### config.mk
export PLATFORM = sky130hd
export DESIGN_NAME = supply_fault_detect_filter
export DESIGN_NICKNAME = d
export VERILOG_FILES = /design/src/logic/fault_pkg.sv /design/src/logic/timing_if.sv /design/src/logic/glitch_filter.sv /design/src/logic/edge_pulse.sv /design/src/logic/supply_fault_detect_filter.sv
export SDC_FILE = /design/constraint.sdc
export NUM_CORES = 1
export LEC_CHECK = 0
export BUFFER_PORTS_ARGS = -buffer_cell sky130_fd_sc_hd__buf_2
export CORE_UTILIZATION = 53
export CTS_BUF_LIST = sky130_fd_sc_hd__clkbuf_2
export DETAILED_ROUTE_END_ITERATION = 16
export GPL_TIMING_DRIVEN = 0
export PLACE_DENSITY = 0.82
export SETUP_SLACK_MARGIN = 0.5
export SLEW_MARGIN = 20
export SYNTH_ARGS = -nofsm -noshare
export SYNTH_HDL_FRONTEND = slang
export SYNTH_SLANG_ARGS = --single-unit
export TNS_END_PERCENT = 30
### constraint.sdc
create_clock -name mclk -period 1.4 [get_ports mclk]
set_input_delay 0.07 -clock mclk [delete_from_list [all_inputs] [get_ports mclk]]
set_output_delay 0.07 -clock mclk [all_outputs]
set_load 0.02 [all_outputs]
### src/logic/fault_pkg.sv
// Shared constants for the supply fault detect and filter block
package fault_pkg;
	localparam int channel_count = 10;
	localparam int dedicated_count = 5;
	localparam int dual_count = 5;
	localparam int code_width = 8;
	localparam int hyst_width = 5;
	localparam int sample_width = 8;
	localparam logic [7:0] code_full_scale = 8'hff;
	localparam logic [4:0] hyst_max = 5'h1f;
	// Comparator mode codes
	localparam logic [1:0] mode_low_limit = 2'h0;
	localparam logic [1:0] mode_high_limit = 2'h1;
	localparam logic [1:0] mode_window = 2'h2;
	// Range select codes, ranges as printed (millivolts)
	localparam logic [1:0] range_sel_0 = 2'h0;
	localparam logic [1:0] range_sel_1 = 2'h1;
	localparam logic [1:0] range_sel_2 = 2'h2;
	localparam logic [1:0] range_sel_3 = 2'h3;
	localparam int range0_bottom_mv = 573;
	localparam int range0_span_mv = 802;
	localparam int range1_bottom_mv = 1250;
	localparam int range1_span_mv = 1750;
	localparam int range2_bottom_mv = 2500;
	localparam int range2_span_mv = 3500;
	localparam int range3_bottom_mv = 6000;
	localparam int range3_span_mv = 9600;
	// Clock and internal tick
	localparam int mclk_hz = 40000000;
	localparam int tick_hz = 100000;
	localparam int tick_div = mclk_hz / tick_hz;
	localparam int tick_div_width = 9;
	// Filter and pulse widths, in microseconds and ticks
	localparam int filter_max_us = 100;
	localparam int pulse_max_us = 100;
	localparam int tick_us = 1000000 / tick_hz;
	localparam int filter_max_ticks = filter_max_us / tick_us;
	localparam int count_width = 4;
	localparam int pullup_weak_ua = 10;
	// Reset values
	localparam logic [9:0] reset_flags = 10'h000;
	localparam logic [3:0] reset_count = 4'h0;
endpackage : fault_pkg

### src/logic/timing_if.sv
// Interface carrying the shared timing tick between block modules
`timescale 1ns/1ps
interface timing_if;
	logic tick;
	modport source (output tick);
	modport sink (input tick);
endinterface : timing_if

### src/logic/glitch_filter.sv
// Tick-timed glitch filter for one comparator or logic input
`timescale 1ns/1ps
module glitch_filter (
	input wire logic mclk,
	input wire logic rstn,
	timing_if.sink tm,
	input wire logic [3:0] timeout,
	input wire logic raw,
	output logic filt
);
	logic [4:0] count_q;
	logic pend_q;

	// Output takes the input once it has stood unchanged for timeout ticks
	// One spare tick absorbs the tick phase, so a pulse shorter than the
	// timeout can never pass; the price is up to one tick of extra lag
	always_ff @(posedge mclk or negedge rstn) begin
		if (!rstn) begin
			count_q <= {1'b0, fault_pkg::reset_count};
			filt <= 1'b0;
			pend_q <= 1'b0;
		end else if (raw == filt) begin
			count_q <= {1'b0, fault_pkg::reset_count};
			pend_q <= 1'b0;
		end else if (timeout == 4'h0) begin
			filt <= raw;
		end else if (!pend_q) begin
			pend_q <= 1'b1;
			count_q <= {1'b0, timeout} + 5'h01;
		end else if (tm.tick) begin
			if (count_q == 5'h01) begin
				filt <= raw;
				pend_q <= 1'b0;
			end
			count_q <= count_q - 5'h01;
		end
	end

	short_pulse_a: assert property (@(posedge mclk) disable iff (!rstn)
		(raw != filt) && pend_q && (count_q > 5'h01) |=> filt == $past(filt))
		else $error("filter passed a short pulse");
endmodule : glitch_filter

### src/logic/edge_pulse.sv
// Level or edge shaping of one filtered logic input
`timescale 1ns/1ps
module edge_pulse (
	input wire logic mclk,
	input wire logic rstn,
	timing_if.sink tm,
	input wire logic edge_mode,
	input wire logic [3:0] width,
	input wire logic level,
	output logic shaped
);
	logic prev_q;
	logic [3:0] left_q;

	always_ff @(posedge mclk or negedge rstn) begin
		if (!rstn) begin
			prev_q <= 1'b0;
		end else begin
			prev_q <= level;
		end
	end

	always_ff @(posedge mclk or negedge rstn) begin
		if (!rstn) begin
			left_q <= fault_pkg::reset_count;
		end else if (prev_q != level) begin
			left_q <= width;
		end else if (tm.tick && left_q != 4'h0) begin
			left_q <= left_q - 4'h1;
		end
	end

	always_ff @(posedge mclk or negedge rstn) begin
		if (!rstn) begin
			shaped <= 1'b0;
		end else if (!edge_mode) begin
			shaped <= level;
		end else begin
			// Width zero masks a count left over from an earlier width
			shaped <= (left_q != 4'h0) && (width != 4'h0);
		end
	end

	zero_width_a: assert property (@(posedge mclk) disable iff (!rstn)
		edge_mode && width == 4'h0 |=> !shaped)
		else $error("zero width produced a pulse");
endmodule : edge_pulse

### src/logic/supply_fault_detect_filter.sv
// Supply fault detectors, dual-function logic inputs and warning merge
// Contract
// Ten inputs: five dedicated detectors, five dual-function channels.
// A dual channel is either analog detector or logic input, never both.
// Each detector flags low-limit, high-limit or window faults.
// Thresholds are 8-bit codes, linear over the selected range.
// Four ranges; high-voltage input upper two, positive inputs lower three.
// Dual channels in analog use support only the lowest range.
// Comparators evaluate continuously, every clock.
// Hysteresis is a 5-bit code, span times code over 255.
// Active low-limit fault clears above threshold plus hysteresis.
// Active high-limit fault clears below threshold minus hysteresis.
// Pulses shorter than the filter timeout never reach the output.
// Longer pulses pass, delayed exactly by the timeout; the code delays them by the timeout plus up to one tick.
// Dual channel as logic input makes a warning detector on its pair.
// Warning detector uses paired input range and reports warnings.
// Warnings readable as status and ORed into one warning.
// Logic-input results go to the output state machine.
// Each logic input selects level or edge detection.
// Level mode output is a buffered copy of the input.
// Edge mode emits one programmable-width pulse per transition.
// Logic inputs share the same glitch filter.
// Logic inputs have a selectable weak pull-down.
// An internal 100 kHz clock is generated.
// Timeouts and widths count internal ticks, restart on toggles.
// Edge mode with zero width never pulses.
`timescale 1ns/1ps
module supply_fault_detect_filter (
	input wire logic mclk,
	input wire logic rstn,
	// Digitised input levels, channel 0-3 positive, 4 high-voltage, 5-9 dual
	input wire logic [79:0] sample_levels,
	input wire logic [79:0] low_threshold,
	input wire logic [79:0] high_threshold,
	input wire logic [49:0] hysteresis_code,
	input wire logic [19:0] fault_mode,
	input wire logic [19:0] range_select,
	input wire logic [39:0] filter_timeout,
	// Dual channel role: 1 = logic input
	input wire logic [4:0] dual_is_logic,
	input wire logic [4:0] dual_logic_pins,
	input wire logic [4:0] edge_mode,
	input wire logic [19:0] pulse_width,
	input wire logic [4:0] pulldown_select,
	output logic [9:0] fault_status,
	output logic [4:0] warning_status,
	output logic any_warning,
	output logic [4:0] logic_results,
	output logic [4:0] pulldown_enable,
	output logic [9:0] range_effective,
	output logic internal_clock
);
	timing_if tm ();

	logic [8:0] div_q;
	logic tick_q;
	logic clk_q;
	logic [9:0] low_act_q;
	logic [9:0] high_act_q;
	logic [9:0] raw_fault;
	logic [9:0] filt_fault;
	logic [4:0] filt_logic;
	logic [4:0] shaped;
	logic [1:0] range_fix [9:0];

	assign tm.tick = tick_q;

	// Tick every 10 us; internal clock toggles each 5 us
	always_ff @(posedge mclk or negedge rstn) begin
		if (!rstn) begin
			div_q <= 9'h000;
			tick_q <= 1'b0;
			clk_q <= 1'b0;
		end else if (div_q == 9'(fault_pkg::tick_div - 1)) begin
			div_q <= 9'h000;
			tick_q <= 1'b1;
			clk_q <= ~clk_q;
		end else begin
			div_q <= div_q + 9'h001;
			tick_q <= 1'b0;
			if (div_q == 9'(fault_pkg::tick_div / 2 - 1)) begin
				clk_q <= ~clk_q;
			end
		end
	end

	always_ff @(posedge mclk or negedge rstn) begin
		if (!rstn) begin
			internal_clock <= 1'b0;
		end else begin
			internal_clock <= clk_q;
		end
	end

	// Allowed range per channel; illegal picks clamp to nearest legal
	always_comb begin
		for (int i = 0; i < 10; i++) begin
			range_fix[i] = range_select[2*i +: 2];
			if (i < 4) begin
				if (range_fix[i] == fault_pkg::range_sel_3) begin
					range_fix[i] = fault_pkg::range_sel_2;
				end
			end else if (i == 4) begin
				if (range_fix[i] < fault_pkg::range_sel_2) begin
					range_fix[i] = fault_pkg::range_sel_2;
				end
			end else if (dual_is_logic[i-5]) begin
				// Warning detector follows its paired primary range
				range_fix[i] = range_select[2*(i-5) +: 2];
				if (i - 5 < 4 && range_fix[i] == fault_pkg::range_sel_3) begin
					range_fix[i] = fault_pkg::range_sel_2;
				end
				if (i == 9 && range_fix[i] < fault_pkg::range_sel_2) begin
					range_fix[i] = fault_pkg::range_sel_2;
				end
			end else begin
				range_fix[i] = fault_pkg::range_sel_0;
			end
		end
	end

	always_ff @(posedge mclk or negedge rstn) begin
		if (!rstn) begin
			range_effective <= fault_pkg::reset_flags;
		end else begin
			for (int i = 0; i < 10; i++) begin
				range_effective[i] <= (range_fix[i] != range_select[2*i +: 2]);
			end
		end
	end

	// Comparators with hysteresis, evaluated each clock
	always_ff @(posedge mclk or negedge rstn) begin
		if (!rstn) begin
			low_act_q <= fault_pkg::reset_flags;
			high_act_q <= fault_pkg::reset_flags;
		end else begin
			for (int i = 0; i < 10; i++) begin
				logic [8:0] v;
				logic [8:0] lo;
				logic [8:0] hi;
				logic [8:0] hy;
				v = {1'b0, sample_levels[8*i +: 8]};
				lo = {1'b0, low_threshold[8*i +: 8]};
				hi = {1'b0, high_threshold[8*i +: 8]};
				hy = {4'h0, hysteresis_code[5*i +: 5]};
				if (!low_act_q[i]) begin
					low_act_q[i] <= v < lo;
				end else begin
					low_act_q[i] <= v <= lo + hy;
				end
				if (!high_act_q[i]) begin
					high_act_q[i] <= v > hi;
				end else begin
					high_act_q[i] <= v + hy >= hi;
				end
			end
		end
	end

	always_comb begin
		for (int i = 0; i < 10; i++) begin
			case (fault_mode[2*i +: 2])
				fault_pkg::mode_low_limit: raw_fault[i] = low_act_q[i];
				fault_pkg::mode_high_limit: raw_fault[i] = high_act_q[i];
				default: raw_fault[i] = low_act_q[i] | high_act_q[i];
			endcase
		end
	end

	// One filter per channel for faults, one per dual pin for logic
	for (genvar g = 0; g < 10; g++) begin : fault_filters
		glitch_filter u_filt (
			.mclk(mclk),
			.rstn(rstn),
			.tm(tm),
			.timeout(filter_timeout[4*g +: 4]),
			.raw(raw_fault[g]),
			.filt(filt_fault[g])
		);
	end

	for (genvar g = 0; g < 5; g++) begin : logic_chans
		glitch_filter u_filt (
			.mclk(mclk),
			.rstn(rstn),
			.tm(tm),
			.timeout(filter_timeout[4*(g+5) +: 4]),
			.raw(dual_logic_pins[g] & dual_is_logic[g]),
			.filt(filt_logic[g])
		);
		edge_pulse u_shape (
			.mclk(mclk),
			.rstn(rstn),
			.tm(tm),
			.edge_mode(edge_mode[g]),
			.width(pulse_width[4*g +: 4]),
			.level(filt_logic[g]),
			.shaped(shaped[g])
		);
	end

	// Status and results: a dual channel reports in exactly one role
	always_ff @(posedge mclk or negedge rstn) begin
		if (!rstn) begin
			fault_status <= fault_pkg::reset_flags;
			warning_status <= 5'h00;
			any_warning <= 1'b0;
			logic_results <= 5'h00;
			pulldown_enable <= 5'h00;
		end else begin
			fault_status[4:0] <= filt_fault[4:0];
			fault_status[9:5] <= filt_fault[9:5] & ~dual_is_logic;
			warning_status <= filt_fault[9:5] & dual_is_logic;
			any_warning <= |(filt_fault[9:5] & dual_is_logic);
			logic_results <= shaped & dual_is_logic;
			pulldown_enable <= pulldown_select & dual_is_logic;
		end
	end

	warn_merge_a: assert property (@(posedge mclk) disable iff (!rstn)
		##1 any_warning == (|warning_status))
		else $error("warning merge mismatch");
	role_excl_a: assert property (@(posedge mclk) disable iff (!rstn)
		((logic_results | warning_status) & fault_status[9:5]) == 5'h00)
		else $error("dual channel in two roles");
	low_clear_a: assert property (@(posedge mclk) disable iff (!rstn)
		low_act_q[0] && sample_levels[7:0] <= low_threshold[7:0]
		|=> low_act_q[0])
		else $error("low fault cleared too soon");
	high_clear_a: assert property (@(posedge mclk) disable iff (!rstn)
		high_act_q[0] && sample_levels[7:0] >= high_threshold[7:0]
		|=> high_act_q[0])
		else $error("high fault cleared too soon");
	tick_rate_a: assert property (@(posedge mclk) disable iff (!rstn)
		tick_q |=> !tick_q [*8])
		else $error("tick too frequent");
	level_copy_a: assert property (@(posedge mclk) disable iff (!rstn)
		!edge_mode[0] |=> ##1 logic_results[0]
		== ($past(filt_logic[0], 2) & $past(dual_is_logic[0])))
		else $error("level mode not a copy");
	range_dual_a: assert property (@(posedge mclk) disable iff (!rstn)
		!dual_is_logic[0] |-> range_fix[5] == fault_pkg::range_sel_0)
		else $error("dual analog range wrong");
	low_set_a: assert property (@(posedge mclk) disable iff (!rstn)
		!low_act_q[1] && sample_levels[15:8] < low_threshold[15:8]
		|=> low_act_q[1])
		else $error("low fault missed");
endmodule : supply_fault_detect_filter

==> flow_summary_export.csv, run 1 <==
group,metric,value,unit
status,haltStage,"global routing (5_1_grt)",
placement,dp_hpwl,49840,um
synthesis,yosys-top-cells-count,"466 x ha_1, 341 x inv_1, 242 x a21oi_1",
grt,grt_max_degree,85,
sta,crit_endpoint,"warning_status[2]",
synthesis,synth_edf_count,0,
clock_network,cts_buffer_depth,3,
synthesis,synth.avg_cell_area,8.365,um2
grt,overflow,60,
clock_network,cts_root_buffer,"clkbuf_2",
synthesis,synth_cells,2831,
synthesis,synth_flop_cell,"dfrtp_1",
synthesis,ys_seq_elements,203,
placement,portBuffers,448,
synthesis,synth_nets,3729,
sta,worst-ep-kind,"output port",
synthesis,synthArstFlopShare,1.000,
synthesis,synth_top_cell_by_area,"ha_1",
die,ios,449,
grt,grt_util_all_layers,0.6479,
status,tool.error,"[ERROR GRT-0232] Routing congestion too high. Check the congestion heatmap in the GUI.",
synthesis,synth_warnings,0,
synthesis,synth.most_common_cell,"ha_1",
status,status,"stopped before the end",
die,dieHeight,213.4,um
synthesis,synth_area_leaders,"ha_1 25%, dfrtp_1 21%, inv_1 5.4%, a21oi_1 5.1%, o21ai_0 5.0%",
synthesis,syn-cell-area,23680,um2
die,start_util,0.5367,
synthesis,yosysSeqAreaShare,0.2145,
die,fp-row-count,77,
synthesis,yosysTopAreaCellShare,0.2462,
placement,gp_congestion,0.9140,
synthesis,yosysUniqueCellTypes,79,
clock_network,numClockSinks,203,
clock_network,cts_buffers,59,
die,die_w,213.4,um
clock_network,h-tree-depth,2,
==> routing by layer <==
| metal | overflow | global-route usage |
|---|---|---|
| met1 | 2 | 0.6567 |
| met2 | 25 | 0.8118 |
| met3 | 1 | 0.5133 |
| met4 | 32 | 0.5850 |
| met5 | 0 | 0.2328 |
==> stage by stage <==
| step | worst slack [ns] | area (um2) | std cells | util | TNS (ns) |
|---|---|---|---|---|---|
| after floorplan | -0.7033 | 24380 | 2831 | - | -11.71 |
| after global placement | -3.344 | 27360 | 3871 | 0.6201 | -708.20 |
| after detailed placement | -1.114 | 27430 | 3873 | 0.6216 | -35.59 |
| after CTS | -0.4104 | 33290 | 4405 | 0.7545 | -23.15 |
==> timing repair <==
| item | CTS |
|---|---|
| hold buffers | 411 |
| gates cloned | 1 |
| setup endpoints to repair | 198 |
| pin swaps | 221 |
| hold endpoints to repair | 384 |
| gates resized for setup | 274 |
| setup buffers | 16 |
==> cell families after synthesis <==
group | Yosys count | synth area share
AO/OA/AOI/OAI | 841 | 0.2268
XOR/XNOR | 153 | 0.05658
adder cells (fa/ha/maj) | 486 | 0.2631
buffers and inverters | 370 | 0.06028
flip-flops | 203 | 0.2145
multiplexers | 22 | 0.009880
AND/OR/NAND/NOR | 756 | 0.1689
==> run 2: changes to the inputs <==
- CORE_UTILIZATION: 53 -> 40
- CTS_BUF_LIST: sky130_fd_sc_hd__clkbuf_2 -> default
- PLACE_DENSITY: 0.82 -> default
- PLACE_DENSITY_LB_ADDON: default -> 0.15
- SETUP_SLACK_MARGIN: 0.5 -> default
- clock period: 1.4 -> 1.8 ns (I/O delays scaled with it)
==> flow_summary_export.csv, run 2 <==
group,metric,value,unit
synthesis,yosysUniqueCellTypes,79,
sta,fmax,0.5285,GHz
clock_network,numClockSinks,203,
grt,grt_pass1_vias,22870,
worst_setup_path,reg2reg_from,"tick_q$_DFF_PN0_",
placement,dpl_cell_area,27160,um2
clock_network,cts_root_buffer,"clkbuf_16",
routing,ant_nets,0,
synthesis,yosysTopAreaCellShare,0.2462,
synthesis,synth_area_leaders,"ha_1 25%, dfrtp_1 21%, inv_1 5.4%, a21oi_1 5.1%, o21ai_0 5.0%",
hold_path,holdPathEnd,"high_act_q[3]$_DFF_PN0_",
finish,final_area,30070,um2
die,dieHeight,245.3,um
sta,hold_viol_final,0,
placement,portBuffers,448,
run,max_cap_violations,0,
synthesis,synth_edf_count,0,
sta,tightest_slew,0.6467,ns
synthesis,synth_nets,3729,
clock_network,h-tree-depth,1,
power_and_ir_drop,cellLeakagePower,14.54,nW
grt,grt_pass1_wl,109500,um
finish,top_regs,"fault_filters.u_filt.count_q: 50 flops, logic_chans.u_filt.count_q: 25 flops, logic_chans.u_shape.left_q: 20 flops",
sta,skew,0.01233,ns
worst_setup_path,worstPathRequired,2.21,ns
clock_network,clk_pin_slew,0.06,ns
worst_setup_path,worst_setup_path_start_kind,"primary input",
status,violations,"setup timing",
placement,dp_hpwl,53960,um
worst_setup_path,crit_path_end_kind,"flop",
synthesis,synth.avg_cell_area,8.365,um2
worst_setup_path,cpMaxStageDelayCell,"fa_2",
synthesis,synth_top_cell_by_area,"ha_1",
grt,grt_util_all_layers,0.2172,
finish,largest_register_ffs,50,
worst_setup_path,cpMostUsedCell,"o21ai_1",
sta,post-route-period-util,1.051,
finish,largest_register,"fault_filters.u_filt.count_q",
worst_setup_path,crit_family,"adder cells",
hold_path,holdPathStages,4,
die,ios,449,
synthesis,synth_cells,2831,
power_and_ir_drop,p_per_area,839.1,nW/um2
sta,fin_ws,-0.09216,ns
die,die_w,245.3,um
synthesis,syn-cell-area,23680,um2
routing,drt-wirelength-per-cell,15.91,um
finish,final_cell_mix,"442 x ha_1, 434 x buf_2, 331 x inv_1, 222 x a21oi_1, 209 x o21ai_0",
finish,synthToLayoutAreaGrowth,26.97,%
grt,antenna_found_initial,9,
clock_network,insertion_delay,0.55,ns
power_and_ir_drop,peakVddDrop,654.1,uV
routing,first_pass_iters,6,
routing,vias,22900,
grt,grt_max_degree,92,
synthesis,synth_warnings,0,
worst_setup_path,reg2reg_depth,6,
clock_network,cts_tree,"built",
sta,period_needed,1.892,ns
finish,mostFrequentLayoutCell,"ha_1",
worst_setup_path,crit_cells,13,
hold_path,hp-start,"sample_levels[30]",
finish,finalNetCount,4346,
die,dieArea,60180,um2
routing,drc,0,
worst_setup_path,cp_num_buf_inv,2,
sta,slew_headroom,0.5658,
synthesis,synthArstFlopShare,1.000,
sta,finalSetupViolations,9,
sta,rsz0062_at_grt,"yes",
routing,wl,67430,um
worst_setup_path,worstPathArrival,2.31,ns
finish,fillers,5501,
sta,maxSlewViolCount,0,
die,fp-row-count,88,
synthesis,synth_flop_cell,"dfrtp_1",
synthesis,ys_seq_elements,203,
die,core-area,58140,um2
die,start_util,0.4074,
synthesis,yosys-top-cells-count,"466 x ha_1, 341 x inv_1, 242 x a21oi_1",
clock_network,cts_buffers,26,
worst_setup_path,crit_type,"in2reg",
routing,vias_per_cell,5.403,
worst_setup_path,cp_slowest_stage_delay,0.36,ns
synthesis,synth.most_common_cell,"ha_1",
placement,gp_congestion,0.9036,
synthesis,yosysSeqAreaShare,0.2145,
worst_setup_path,reg2reg_setup_slack,0.10,ns
status,status,"finished, violations left",
worst_setup_path,crit_chain,"buf_2 > ha_4 > inv_2 > fa_2 > nor2b_1 > o21ai_1 > a21boi_2 > o21ai_1 > xnor2_1 > ha_1 > and3_4 > a221oi_2 > a32oi_1",
worst_setup_path,crit_path_max_fanout,3,
sta,holdWs,0.01839,ns
routing,drt_iter0_drc,977,
worst_setup_path,r2r_end,"fault_filters[2].u_filt.count_q[3]$_DFFE_PN0P_",
finish,drive_above_1_share,0.2042,
grt,overflow,0,
hold_path,hp-class,"in2reg",
clock_network,cts_buffer_depth,3,
## run 2: cell type report
| cell class | instances | area [um2] | area share |
|---|---|---|---|
| repair buffers | 589 | 3754 | 0.1248 |
| clock inverters | 12 | 146.4 | 0.004869 |
| well taps | 765 | 957.2 | 0.03183 |
| plain buffers | 28 | 166.4 | 0.005534 |
| diodes | 5 | 12.51 | 0.0004161 |
| flip-flops and latches | 203 | 5080 | 0.1689 |
| clock buffers | 36 | 759.5 | 0.02526 |
| multi-input cells | 2258 | 17910 | 0.5955 |
| inverters | 342 | 1286 | 0.04278 |
## run 2: timing repair
action,4_1_cts,5_1_grt
endpoints found under the setup margin,50,31
setup buffers,1,21
pin swaps,4,104
hold buffers,117,0
hold endpoints to repair,300,0
resized for setup,24,126
## run 2: stage by stage
stage | setup TNS [ns] | util | power [mW] | instances | setup slack, ns
global placement | -659.07 | 0.4661 | 18.64 | 4044 | -3.205
global route | -1.723 | 0.5172 | 27.49 | 4238 | -0.1852
finish | -0.3528 | 0.5172 | 25.23 | 4238 | -0.09216
floorplan | -5.350 | - | 15.66 | 2831 | -0.3233
CTS | -0.4836 | 0.5047 | 25.12 | 4212 | -0.05142
detailed placement | -16.30 | 0.4672 | 19.14 | 4046 | -0.7103
## run 2: metal layers
layer,GRT usage,wire length (um),up-vias
li1,-,-,11560
met1,0.2722,29950,10790
met2,0.3954,33480,441
met3,0.02543,2588,106
met4,0.04596,1392,4
met5,0,22,-
## run 2: how the worst max path moves through the flow
stage,start,end,slack [ns]
2_1_floorplan,sample_levels[16],high_act_q[2]$_DFF_PN0_,-0.32
3_3_place_gp,rstn,high_act_q[1]$_DFF_PN0_,-3.20
3_5_place_dp,low_threshold[32],low_act_q[4]$_DFF_PN0_,-0.71
4_1_cts,sample_levels[73],high_act_q[9]$_DFF_PN0_,-0.05
5_1_grt,hysteresis_code[35],high_act_q[7]$_DFF_PN0_,-0.19
6_report,sample_levels[16],high_act_q[2]$_DFF_PN0_,-0.09
## run 2: cells by family after synthesis
family | count (synthesis) | synth area share
AOI/OAI and AO/OA | 841 | 0.2268
and+or+nand+nor | 756 | 0.1689
adders and majority gates | 486 | 0.2631
buffers and inverters | 370 | 0.06028
DFF | 203 | 0.2145
xor gates and xnor gates | 153 | 0.05658
muxes | 22 | 0.009880
## run 2: worst min-delay path, delay by kind of cell
family	cells	cell delay (ns)
AOI/OAI and AO/OA	2	0.20
and+or+nand+nor	1	0.08
buffers and inverters	1	0.15
## run 2: power breakdown
part | internal [mW] | switching [mW]
registers | 5.98 | 1.36
logic | 5.53 | 6.83
clock network | 3.37 | 2.15
total | 14.9 | 10.3
(Power assumes the default switching activity.)
